--- config.mk ---
export PLATFORM = sky130hd
export DESIGN_NAME = modbus_slave_frame_handler
export DESIGN_NICKNAME = d
export VERILOG_FILES = /design/src/design/modbus_pkg.sv /design/src/design/modbus_slave_frame_handler.sv
export SDC_FILE = /design/constraint.sdc
export NUM_CORES = 1
export LEC_CHECK = 0
export ABC_CLOCK_PERIOD_IN_PS = 5270
export BUFFER_PORTS_ARGS = -buffer_cell sky130_fd_sc_hd__buf_4
export CAP_MARGIN = 40
export CORE_UTILIZATION = 58
export CTS_BUF_LIST = sky130_fd_sc_hd__clkbuf_4
export DETAILED_ROUTE_END_ITERATION = 16
export HOLD_SLACK_MARGIN = 0.08
export PLACE_DENSITY = 0.82
export SYNTH_ARGS = -nofsm -noshare
export SYNTH_HDL_FRONTEND = slang
export SYNTH_SLANG_ARGS = --single-unit
export TNS_END_PERCENT = 50
--- constraint.sdc ---
create_clock -name clk -period 5.27 [get_ports clk]
set_clock_uncertainty 0.15 [all_clocks]
set_input_delay 0.527 -clock clk [delete_from_list [all_inputs] [get_ports clk]]
set_output_delay 0.527 -clock clk [all_outputs]
set_load 0.03 [all_outputs]
--- src/design/modbus_pkg.sv ---
package modbus_pkg;

   // ****************************************
   // framing characters and limits
   // ****************************************
   localparam logic [7:0]  CHAR_START    = 8'h3A;
   localparam logic [7:0]  CHAR_CR       = 8'h0D;
   localparam logic [7:0]  CHAR_LF       = 8'h0A;
   localparam logic [6:0]  FRAME_MAX     = 7'h50;
   localparam logic [6:0]  RTU_MIN_LEN   = 7'h04;
   localparam logic [6:0]  ASCII_MIN_LEN = 7'h03;
   localparam logic [6:0]  RTU_CHK_LEN   = 7'h02;
   localparam logic [6:0]  ASCII_CHK_LEN = 7'h01;
   localparam logic [6:0]  HDR_LEN       = 7'h02;

   // ****************************************
   // station addresses
   // ****************************************
   localparam logic [7:0]  ADDR_BCAST    = 8'h00;
   localparam logic [7:0]  ADDR_MAX      = 8'h20;

   // ****************************************
   // function and exception codes
   // ****************************************
   localparam logic [7:0]  FN_READ       = 8'h03;
   localparam logic [7:0]  FN_WRITE_ONE  = 8'h06;
   localparam logic [7:0]  FN_LOOP       = 8'h08;
   localparam logic [7:0]  FN_WRITE_MANY = 8'h10;
   localparam logic [7:0]  EXC_BIT       = 8'h80;
   localparam logic [7:0]  EXC_NONE      = 8'h00;
   localparam logic [7:0]  EXC_FUNC      = 8'h51;
   localparam logic [7:0]  EXC_ADDR      = 8'h52;
   localparam logic [7:0]  EXC_QTY       = 8'h53;
   localparam logic [7:0]  EXC_RANGE     = 8'h54;
   localparam logic [7:0]  EXC_MODE      = 8'h55;

   // ****************************************
   // check codes
   // ****************************************
   localparam logic [15:0] CRC_PRESET    = 16'hFFFF;
   localparam logic [15:0] CRC_POLY      = 16'hA001;
   localparam logic [7:0]  SUM_PRESET    = 8'h00;

   // ****************************************
   // timing and output fifo size
   // ****************************************
   localparam int          CLK_HZ        = 20000000;
   localparam int          GAP_MS        = 10;
   localparam int          GAP_CYCLES    = (GAP_MS * CLK_HZ + 999) / 1000;
   localparam int          GAP_W         = 18;
   localparam int          FIFO_DEPTH    = 4;
   localparam int          FIFO_WIDTH    = 8;

   // ****************************************
   // types
   // ****************************************
   typedef enum logic [3:0] {
      S_RX, S_CHECK, S_CMD, S_GAP, S_START, S_ADDR, S_FUNC,
      S_BODY, S_EXC, S_CK_LO, S_CK_HI, S_CR, S_LF
   } state_t;

   typedef struct packed {
      logic [7:0]  func;
      logic [15:0] start;
      logic [15:0] value;
      logic [6:0]  nbytes;
      logic        bcast;
   } cmd_t;

   typedef struct packed {
      logic [7:0]  data;
      logic        last;
   } body_t;

endpackage

--- src/design/modbus_slave_frame_handler.sv ---
`timescale 1ns/1ns

// ****************************************
// output fifo
// ****************************************
module byte_fifo #(
   parameter int WIDTH = 8,
   parameter int DEPTH = 4
) (
   input  wire logic             clk,
   input  wire logic             resetn,
   input  wire logic             in_valid,
   output      logic             in_ready,
   input  wire logic [WIDTH-1:0] in_data,
   output      logic             out_valid,
   input  wire logic             out_ready,
   output      logic [WIDTH-1:0] out_data
);
   localparam int AW = $clog2(DEPTH);

   logic [WIDTH-1:0] mem [0:DEPTH-1];
   logic [AW-1:0]    wr_ptr;
   logic [AW-1:0]    rd_ptr;
   logic [AW:0]      fill;
   logic             do_wr;
   logic             do_rd;

   assign in_ready  = (fill != (AW+1)'(DEPTH));
   assign out_valid = (fill != '0);
   assign out_data  = mem[rd_ptr];
   assign do_wr     = in_valid && in_ready;
   assign do_rd     = out_valid && out_ready;

   always_ff @(posedge clk) begin
      if (do_wr) begin
         mem[wr_ptr] <= in_data;
      end
   end

   always_ff @(posedge clk) begin
      if (!resetn) begin
         wr_ptr <= '0;
         rd_ptr <= '0;
         fill   <= '0;
      end else begin
         if (do_wr) begin
            wr_ptr <= (wr_ptr == AW'(DEPTH-1)) ? '0 : wr_ptr + 1'b1;
         end
         if (do_rd) begin
            rd_ptr <= (rd_ptr == AW'(DEPTH-1)) ? '0 : rd_ptr + 1'b1;
         end
         if (do_wr && !do_rd) begin
            fill <= fill + 1'b1;
         end else if (do_rd && !do_wr) begin
            fill <= fill - 1'b1;
         end
      end
   end
endmodule

// ****************************************
// frame handler
// ****************************************
module modbus_slave_frame_handler #(
   parameter int GAP_CYCLES = modbus_pkg::GAP_CYCLES
) (
   input  wire logic               clk,
   input  wire logic               resetn,
   input  wire logic               ascii_mode_pin,
   input  wire logic [7:0]         station_pin,
   input  wire logic               rx_valid,
   input  wire logic [7:0]         rx_data,
   output      logic               cmd_valid,
   output      modbus_pkg::cmd_t   cmd,
   input  wire logic [6:0]         data_idx,
   output      logic [7:0]         data_byte,
   input  wire logic               app_done,
   input  wire logic [7:0]         app_exc,
   input  wire logic               body_valid,
   input  wire modbus_pkg::body_t  body,
   output      logic               body_ready,
   output      logic               tx_valid,
   output      logic [7:0]         tx_data,
   input  wire logic               tx_ready,
   output      logic               frame_drop
);

   // ****************************************
   // helpers
   // ****************************************
   function automatic logic [15:0] crc_byte(input logic [15:0] c,
                                            input logic [7:0] b);
      logic [15:0] r;
      r = c ^ {8'h00, b};
      for (int i = 0; i < 8; i++) begin
         r = r[0] ? ((r >> 1) ^ modbus_pkg::CRC_POLY) : (r >> 1);
      end
      return r;
   endfunction

   function automatic logic [7:0] hex_char(input logic [3:0] n);
      return (n < 4'hA) ? (8'h30 + {4'h0, n}) : (8'h37 + {4'h0, n});
   endfunction

   function automatic logic [4:0] hex_val(input logic [7:0] ch);
      logic [4:0] v;
      v = 5'h00;
      if (ch >= 8'h30 && ch <= 8'h39) begin
         v = {1'b1, ch[3:0]};
      end else if ((ch >= 8'h41 && ch <= 8'h46) ||
                   (ch >= 8'h61 && ch <= 8'h66)) begin
         v = {1'b1, ch[3:0] + 4'h9};
      end
      return v;
   endfunction

   function automatic logic fn_supported(input logic [7:0] f);
      return (f == modbus_pkg::FN_READ)      ||
             (f == modbus_pkg::FN_WRITE_ONE) ||
             (f == modbus_pkg::FN_LOOP)      ||
             (f == modbus_pkg::FN_WRITE_MANY);
   endfunction

   // ****************************************
   // pin synchronisers
   // ****************************************
   logic [8:0] pin_s1;
   logic [8:0] pin_s2;
   logic [8:0] pin_s3;
   logic [8:0] pin_val;
   logic       ascii;
   logic [7:0] station;

   always_ff @(posedge clk) begin
      if (!resetn) begin
         pin_s1  <= '0;
         pin_s2  <= '0;
         pin_s3  <= '0;
         pin_val <= '0;
      end else begin
         pin_s1 <= {ascii_mode_pin, station_pin};
         pin_s2 <= pin_s1;
         pin_s3 <= pin_s2;
         if (pin_s2 == pin_s3) begin
            pin_val <= pin_s3;
         end
      end
   end

   assign ascii   = pin_val[8];
   assign station = pin_val[7:0];

   // ****************************************
   // shared state
   // ****************************************
   localparam int GAP_W_C = modbus_pkg::GAP_W;

   modbus_pkg::state_t state;
   logic [7:0]  frame_buf [0:79];
   logic [6:0]  cnt;
   logic [6:0]  chars;
   logic        active;
   logic        half_rx;
   logic [3:0]  nib_hi;
   logic        seen_cr;
   logic        too_long;
   logic        bad;
   logic [15:0] crc;
   logic [7:0]  sum;
   logic [7:0]  exc;
   logic        half_tx;
   logic [GAP_W_C-1:0] idle;

   logic [4:0]  rx_hex;
   logic [7:0]  rx_byte;
   logic        rx_take;
   logic        rx_store;
   logic        frame_end;
   logic        gap_done;
   logic        addr_hit;
   logic        frame_ok;
   logic        is_bcast;
   logic        hexed;
   logic        emit;
   logic [7:0]  out_byte;
   logic [7:0]  fifo_in;
   logic        fifo_ready;
   logic        push;
   logic        byte_done;
   logic        data_state;

   // ****************************************
   // receive path
   // ****************************************
   assign rx_hex   = hex_val(rx_data);
   assign rx_take  = (state == modbus_pkg::S_RX) && rx_valid;
   assign rx_byte  = ascii ? {nib_hi, rx_hex[3:0]} : rx_data;
   assign rx_store = rx_take && (ascii ? (active && !seen_cr &&
                     rx_hex[4] && half_rx) : 1'b1);
   assign gap_done = (idle == GAP_W_C'(GAP_CYCLES));
   assign frame_end = ascii ?
          (rx_take && active && seen_cr &&
           rx_data == modbus_pkg::CHAR_LF) :
          (state == modbus_pkg::S_RX && cnt != '0 && gap_done);

   always_ff @(posedge clk) begin
      if (!resetn || state != modbus_pkg::S_RX) begin
         cnt      <= '0;
         chars    <= '0;
         active   <= 1'b0;
         half_rx  <= 1'b0;
         nib_hi   <= '0;
         seen_cr  <= 1'b0;
         too_long <= 1'b0;
         bad      <= 1'b0;
      end else if (rx_take && ascii) begin
         if (rx_data == modbus_pkg::CHAR_START) begin
            active   <= 1'b1;
            cnt      <= '0;
            chars    <= 7'h01;
            half_rx  <= 1'b0;
            seen_cr  <= 1'b0;
            too_long <= 1'b0;
            bad      <= 1'b0;
         end else if (active) begin
            if (chars == modbus_pkg::FRAME_MAX) begin
               too_long <= 1'b1;
            end else begin
               chars <= chars + 1'b1;
            end
            if (rx_data == modbus_pkg::CHAR_CR) begin
               seen_cr <= 1'b1;
            end else if (rx_hex[4] && !seen_cr) begin
               half_rx <= !half_rx;
               nib_hi  <= rx_hex[3:0];
               if (half_rx && cnt != modbus_pkg::FRAME_MAX) begin
                  cnt <= cnt + 1'b1;
               end
            end else if (rx_data != modbus_pkg::CHAR_LF) begin
               bad <= 1'b1;
            end
         end
      end else if (rx_take) begin
         if (cnt == modbus_pkg::FRAME_MAX) begin
            too_long <= 1'b1;
         end else begin
            cnt <= cnt + 1'b1;
         end
      end
   end

   always_ff @(posedge clk) begin
      if (rx_store && cnt != modbus_pkg::FRAME_MAX) begin
         frame_buf[cnt] <= rx_byte;
      end
   end

   always_ff @(posedge clk) begin
      if (!resetn) begin
         idle <= '0;
      end else if (rx_valid) begin
         idle <= '0;
      end else if (!gap_done) begin
         idle <= idle + 1'b1;
      end
   end

   // ****************************************
   // check accumulators
   // ****************************************
   assign data_state = (state == modbus_pkg::S_ADDR) ||
                       (state == modbus_pkg::S_FUNC) ||
                       (state == modbus_pkg::S_BODY) ||
                       (state == modbus_pkg::S_EXC);

   always_ff @(posedge clk) begin
      if (!resetn || state == modbus_pkg::S_GAP) begin
         crc <= modbus_pkg::CRC_PRESET;
         sum <= modbus_pkg::SUM_PRESET;
      end else if (rx_store) begin
         crc <= crc_byte((cnt == '0) ? modbus_pkg::CRC_PRESET : crc,
                         rx_byte);
         sum <= ((cnt == '0) ? modbus_pkg::SUM_PRESET : sum) + rx_byte;
      end else if (byte_done && data_state) begin
         crc <= crc_byte(crc, out_byte);
         sum <= sum + out_byte;
      end
   end

   // ****************************************
   // frame acceptance
   // ****************************************
   assign is_bcast = (frame_buf[0] == modbus_pkg::ADDR_BCAST);
   assign addr_hit = is_bcast || (frame_buf[0] == station &&
                     station != modbus_pkg::ADDR_BCAST &&
                     station <= modbus_pkg::ADDR_MAX);
   assign frame_ok = !too_long && !bad && addr_hit &&
          (ascii ? (sum == modbus_pkg::SUM_PRESET &&
                    cnt >= modbus_pkg::ASCII_MIN_LEN) :
                   (crc == 16'h0000 &&
                    cnt >= modbus_pkg::RTU_MIN_LEN));

   always_ff @(posedge clk) begin
      if (!resetn) begin
         cmd <= '0;
      end else if (state == modbus_pkg::S_CHECK) begin
         cmd.func   <= frame_buf[1];
         cmd.start  <= {frame_buf[2], frame_buf[3]};
         cmd.value  <= {frame_buf[4], frame_buf[5]};
         cmd.bcast  <= is_bcast;
         cmd.nbytes <= cnt - modbus_pkg::HDR_LEN - (ascii ?
                       modbus_pkg::ASCII_CHK_LEN : modbus_pkg::RTU_CHK_LEN);
      end
   end

   always_ff @(posedge clk) begin
      if (!resetn) begin
         data_byte <= '0;
      end else if (data_idx < modbus_pkg::FRAME_MAX) begin
         data_byte <= frame_buf[data_idx];
      end else begin
         data_byte <= '0;
      end
   end

   always_ff @(posedge clk) begin
      if (!resetn) begin
         frame_drop <= 1'b0;
      end else begin
         frame_drop <= (state == modbus_pkg::S_CHECK) && !frame_ok;
      end
   end

   always_ff @(posedge clk) begin
      if (!resetn) begin
         exc <= modbus_pkg::EXC_NONE;
      end else if (state == modbus_pkg::S_CHECK) begin
         exc <= fn_supported(frame_buf[1]) ? modbus_pkg::EXC_NONE :
                modbus_pkg::EXC_FUNC;
      end else if (state == modbus_pkg::S_CMD && app_done) begin
         exc <= app_exc;
      end
   end

   assign cmd_valid = (state == modbus_pkg::S_CMD);

   // ****************************************
   // sequencer
   // ****************************************
   always_ff @(posedge clk) begin
      if (!resetn) begin
         state <= modbus_pkg::S_RX;
      end else begin
         case (state)
            modbus_pkg::S_RX: begin
               if (frame_end) begin
                  state <= modbus_pkg::S_CHECK;
               end
            end
            modbus_pkg::S_CHECK: begin
               if (!frame_ok) begin
                  state <= modbus_pkg::S_RX;
               end else if (fn_supported(frame_buf[1])) begin
                  state <= modbus_pkg::S_CMD;
               end else if (is_bcast) begin
                  state <= modbus_pkg::S_RX;
               end else begin
                  state <= modbus_pkg::S_GAP;
               end
            end
            modbus_pkg::S_CMD: begin
               if (app_done) begin
                  state <= cmd.bcast ? modbus_pkg::S_RX :
                           modbus_pkg::S_GAP;
               end
            end
            modbus_pkg::S_GAP: begin
               if (gap_done) begin
                  state <= ascii ? modbus_pkg::S_START :
                           modbus_pkg::S_ADDR;
               end
            end
            modbus_pkg::S_START: begin
               if (push) begin
                  state <= modbus_pkg::S_ADDR;
               end
            end
            modbus_pkg::S_ADDR: begin
               if (byte_done) begin
                  state <= modbus_pkg::S_FUNC;
               end
            end
            modbus_pkg::S_FUNC: begin
               if (byte_done) begin
                  state <= (exc != modbus_pkg::EXC_NONE) ?
                           modbus_pkg::S_EXC : modbus_pkg::S_BODY;
               end
            end
            modbus_pkg::S_BODY: begin
               if (byte_done && body.last) begin
                  state <= modbus_pkg::S_CK_LO;
               end
            end
            modbus_pkg::S_EXC: begin
               if (byte_done) begin
                  state <= modbus_pkg::S_CK_LO;
               end
            end
            modbus_pkg::S_CK_LO: begin
               if (byte_done) begin
                  state <= ascii ? modbus_pkg::S_CR :
                           modbus_pkg::S_CK_HI;
               end
            end
            modbus_pkg::S_CR: begin
               if (push) begin
                  state <= modbus_pkg::S_LF;
               end
            end
            modbus_pkg::S_CK_HI,
            modbus_pkg::S_LF: begin
               if (push) begin
                  state <= modbus_pkg::S_RX;
               end
            end
            default: begin
               state <= modbus_pkg::S_RX;
            end
         endcase
      end
   end

   // ****************************************
   // transmit path
   // ****************************************
   always_comb begin
      out_byte = 8'h00;
      emit     = 1'b1;
      hexed    = ascii;
      case (state)
         modbus_pkg::S_START: begin
            out_byte = modbus_pkg::CHAR_START;
            hexed    = 1'b0;
         end
         modbus_pkg::S_ADDR:  out_byte = station;
         modbus_pkg::S_FUNC: begin
            out_byte = (exc != modbus_pkg::EXC_NONE) ?
                       (cmd.func | modbus_pkg::EXC_BIT) :
                       cmd.func;
         end
         modbus_pkg::S_BODY: begin
            out_byte = body.data;
            emit     = body_valid;
         end
         modbus_pkg::S_EXC:   out_byte = exc;
         modbus_pkg::S_CK_LO: begin
            out_byte = ascii ? (~sum + 8'h01) : crc[7:0];
         end
         modbus_pkg::S_CK_HI: out_byte = crc[15:8];
         modbus_pkg::S_CR: begin
            out_byte = modbus_pkg::CHAR_CR;
            hexed    = 1'b0;
         end
         modbus_pkg::S_LF: begin
            out_byte = modbus_pkg::CHAR_LF;
            hexed    = 1'b0;
         end
         default: begin
            emit  = 1'b0;
            hexed = 1'b0;
         end
      endcase
   end

   assign fifo_in    = hexed ? hex_char(half_tx ? out_byte[3:0] :
                                         out_byte[7:4]) : out_byte;
   assign push       = emit && fifo_ready;
   assign byte_done  = push && (!hexed || half_tx);
   assign body_ready = (state == modbus_pkg::S_BODY) && byte_done;

   always_ff @(posedge clk) begin
      if (!resetn) begin
         half_tx <= 1'b0;
      end else if (push && hexed) begin
         half_tx <= !half_tx;
      end
   end

   byte_fifo #(
      .WIDTH (modbus_pkg::FIFO_WIDTH),
      .DEPTH (modbus_pkg::FIFO_DEPTH)
   ) u_tx_fifo (
      .clk       (clk),
      .resetn    (resetn),
      .in_valid  (emit),
      .in_ready  (fifo_ready),
      .in_data   (fifo_in),
      .out_valid (tx_valid),
      .out_ready (tx_ready),
      .out_data  (tx_data)
   );

endmodule

==> results.cfg <==
[status]
status = finished clean

[timing]
rsz0062_at_grt = false
layout_setup_ws_ns = 0.933
fin_tns_setup_ns = 0
max-slew-margin-rel = 0.341
setup_violations = 0
final_max_slew_viol_count = 0
period_needed_ns = 4.34
hold_viol_final = 0
max_freq_mhz = 231
period_share = 0.823
tightestPinTransition_ns = 0.989

[setup_path]
crit_type = register to register
worst-endpoint-arrival_ns = 4.83
cp-end-kind = register
startpoint_type = register
critPathRequiredTime_ns = 5.77
path_max_fanout = 28

[clocking]
cts-resized-gates = 0
insertion_delay_ns = 1.04
cts_tree = done
cts_sinks = 852
htreeDepth = 4
clk_pin_slew_worst_paths_ns = 0.06
postCtsHoldBufs = 72
clockBufferDepth = 3
numCtsBuffers = 201
cts_root_buf = clkbuf_4
post_cts_buffers = 0

[floorplan]
core_area_mm2 = 0.0616
num_io_pins = 115
fp.dieH_um = 251
row_count = 91
dieWidth_um = 251
dieArea_mm2 = 0.0632
initial_utilization = 0.586

[final_layout]
area_delta_synth_final_pct = 14.4
fillers = 3984
drive_gt1_frac = 0.267
fin_nets = 2695
design_area_mm2 = 0.0413
stdcell_count = 3614

[synthesis]
post-synth-top-count-cell = edfxtp_1
synth-main-ff-cell = edfxtp_1
syn-cell-area_mm2 = 0.0361
postSynthAreaPerCell_um2 = 15.6
synth_common_cells = 672 x edfxtp_1, 216 x mux4_2, 214 x nor2_1
synth_top_area_frac = 0.559
syn_inst = 2309
async_reset_ff_frac = 0
synth_area_leaders = edfxtp_1 56%, mux4_2 13%, dfxtp_1 10%
yosysSeqAreaShare = 0.659
yosysWarnings = 0
synth_fp_nets = 2396
yosysTopAreaCell = edfxtp_1
synth_cell_types = 93
synth_edf_count = 672
ys_ff_latch = 852

[power_and_ir_drop]
swShare = 0.286
switching_power_w = 0.00450
power_frac_seq = 0.494
ir_drop_mv = 0.271
finalPower_w = 0.0157
combPwrFrac = 0.167
p_per_area_mw_per_mm2 = 381
p_clk_frac = 0.339
leakage_nw = 14.0
internal-power_w = 0.0112

[placement]
io_buffers = 114
placed_cell_area_mm2 = 0.0378
gp_congestion = 0.946
dpl.hpwl_um = 56100
pre_cts_ws_ns = 1.01
place_inst = 3167

[job]
max_cap_viol_count = 0

[drt]
route.detailed.wl_per_inst_um = 24.2
drc = 0
vias = 22200
dr.pass1.iters = 5
drt-initial-drc-count = 2545
vias_per_cell = 6.14
ant_nets = 0
wl_um = 87500

[grt]
grt_max_degree = 93
antenna_found_initial = 8
grt_pass1_vias = 22400
grt-ovfl-total = 0
grt_pass1_wl_um = 134000
grtUsageTotal = 0.284

[hold_path]
hold_path.class = input pin to register
## kinds of logic (layout without fill, tap and decap cells)
| logic type | count (synthesis) | after routing | share of synthesized area |
|---|---|---|---|
| flops | 852 | 852 | 0.659 |
| other cells | 0 | 5 | 0 |
| fa+ha+maj | 40 | 40 | 0.0147 |
| mux | 256 | 256 | 0.146 |
| xor+xnor | 117 | 117 | 0.0311 |
| buf+inv | 176 | 639 | 0.0198 |
| compound gates | 243 | 243 | 0.0473 |
| simple gates | 625 | 625 | 0.0817 |
## metrics by stage
| step | hold slack [ns] | utilization |
|---|---|---|
| floorplan | 0.262 | - |
| global placement | 0.266 | 0.612 |
| detailed placement | 0.269 | 0.614 |
| CTS | 0.131 | 0.669 |
| global route | 0.174 | 0.670 |
| finish | 0.229 | 0.670 |
## routing by layer
layer  wire (um)  track usage  up-vias
li1            -            -     9579
met1       32700        0.374    11100
met2       43200        0.458     1268
met3        8380       0.0664      225
met4        3070        0.123       12
met5          75            0        -
## registers in the layout, indices dropped and copies added (netlist names), 2 cells and up, named ones only
name	count
u_tx_fifo.fill	3
frame_buf	640
sum	8
u_tx_fifo.mem	32
nib_hi	4
pin_s1	9
cmd	48
state	4
pin_s2	9
exc	8
crc	16
u_tx_fifo.wr_ptr	2
cnt	7
u_tx_fifo.rd_ptr	2
pin_s3	9
idle	18
data_byte	8
pin_val	9
chars	7
## placed cells by master, fill, tap and decap left out, types with 9 or more instances in the layout
cell type and n:
edfxtp_1 672, clkbuf_4 310, mux4_2 216, nor2_1 214, dfxtp_1 180, nand2_1 172, buf_4 136, dlygate4sd3_1 72
xnor2_1 69, a21oi_1 56, a21boi_0 52, and2_1 45, clkinv_1 41, inv_1 40, nand3_1 40, xor2_1 39
ha_1 36, mux2i_1 34, nor3_1 30, o21ai_0 30, nor2b_1 22, a211oi_1 15, and3_1 15, nand2b_1 13
nand4_1 13, nor4_1 12, a21o_1 9, o22ai_1 9
## power by group through the flow
stage          combinational, W  clock [W]  sequential [W]
5_1_grt                 0.00280    0.00575         0.00779
2_1_floorplan           0.00163          0         0.00793
3_5_place_dp            0.00252          0         0.00791
3_3_place_gp            0.00242          0         0.00792
6_report                0.00263    0.00533         0.00778
4_1_cts                 0.00259    0.00541         0.00776
## cell type report
cell class / count / area [um2] / share of cell area
multi-input combinational: 1281 / 11600 / 0.281
timing repair buffer: 224 / 2040 / 0.0494
antenna: 5 / 12.5 / 0.000303
tap: 837 / 1050 / 0.0254
clock inverter: 57 / 299 / 0.00724
clock buffer: 310 / 2330 / 0.0564
inverter: 48 / 180 / 0.00436
sequential: 852 / 23800 / 0.576
## final timing paths
| check | start | endpoint | slack [ns] | cells after the start |
|---|---|---|---|---|
| max | state[3] | frame_buf[61][3] | 0.93 | 7 |
| min | data_idx[3] | data_byte[2] | 0.23 | 4 |
| max reg2reg | state[3] | frame_buf[61][3] | 0.93 | 7 |
| min reg2reg | pin_s1[2] | pin_s2[2] | 0.31 | 1 |
## worst max-delay path, cell delays in order, from the launching register on
cell	delay (ns)
dfxtp_1	0.63
nor4_1	0.93
nand2_1	0.23
a21o_1	0.30
nor3b_1	0.41
buf_4	0.23
nand3_1	0.33
nor2_1	0.75
Note: power is estimated with default switching activity, not from simulation.
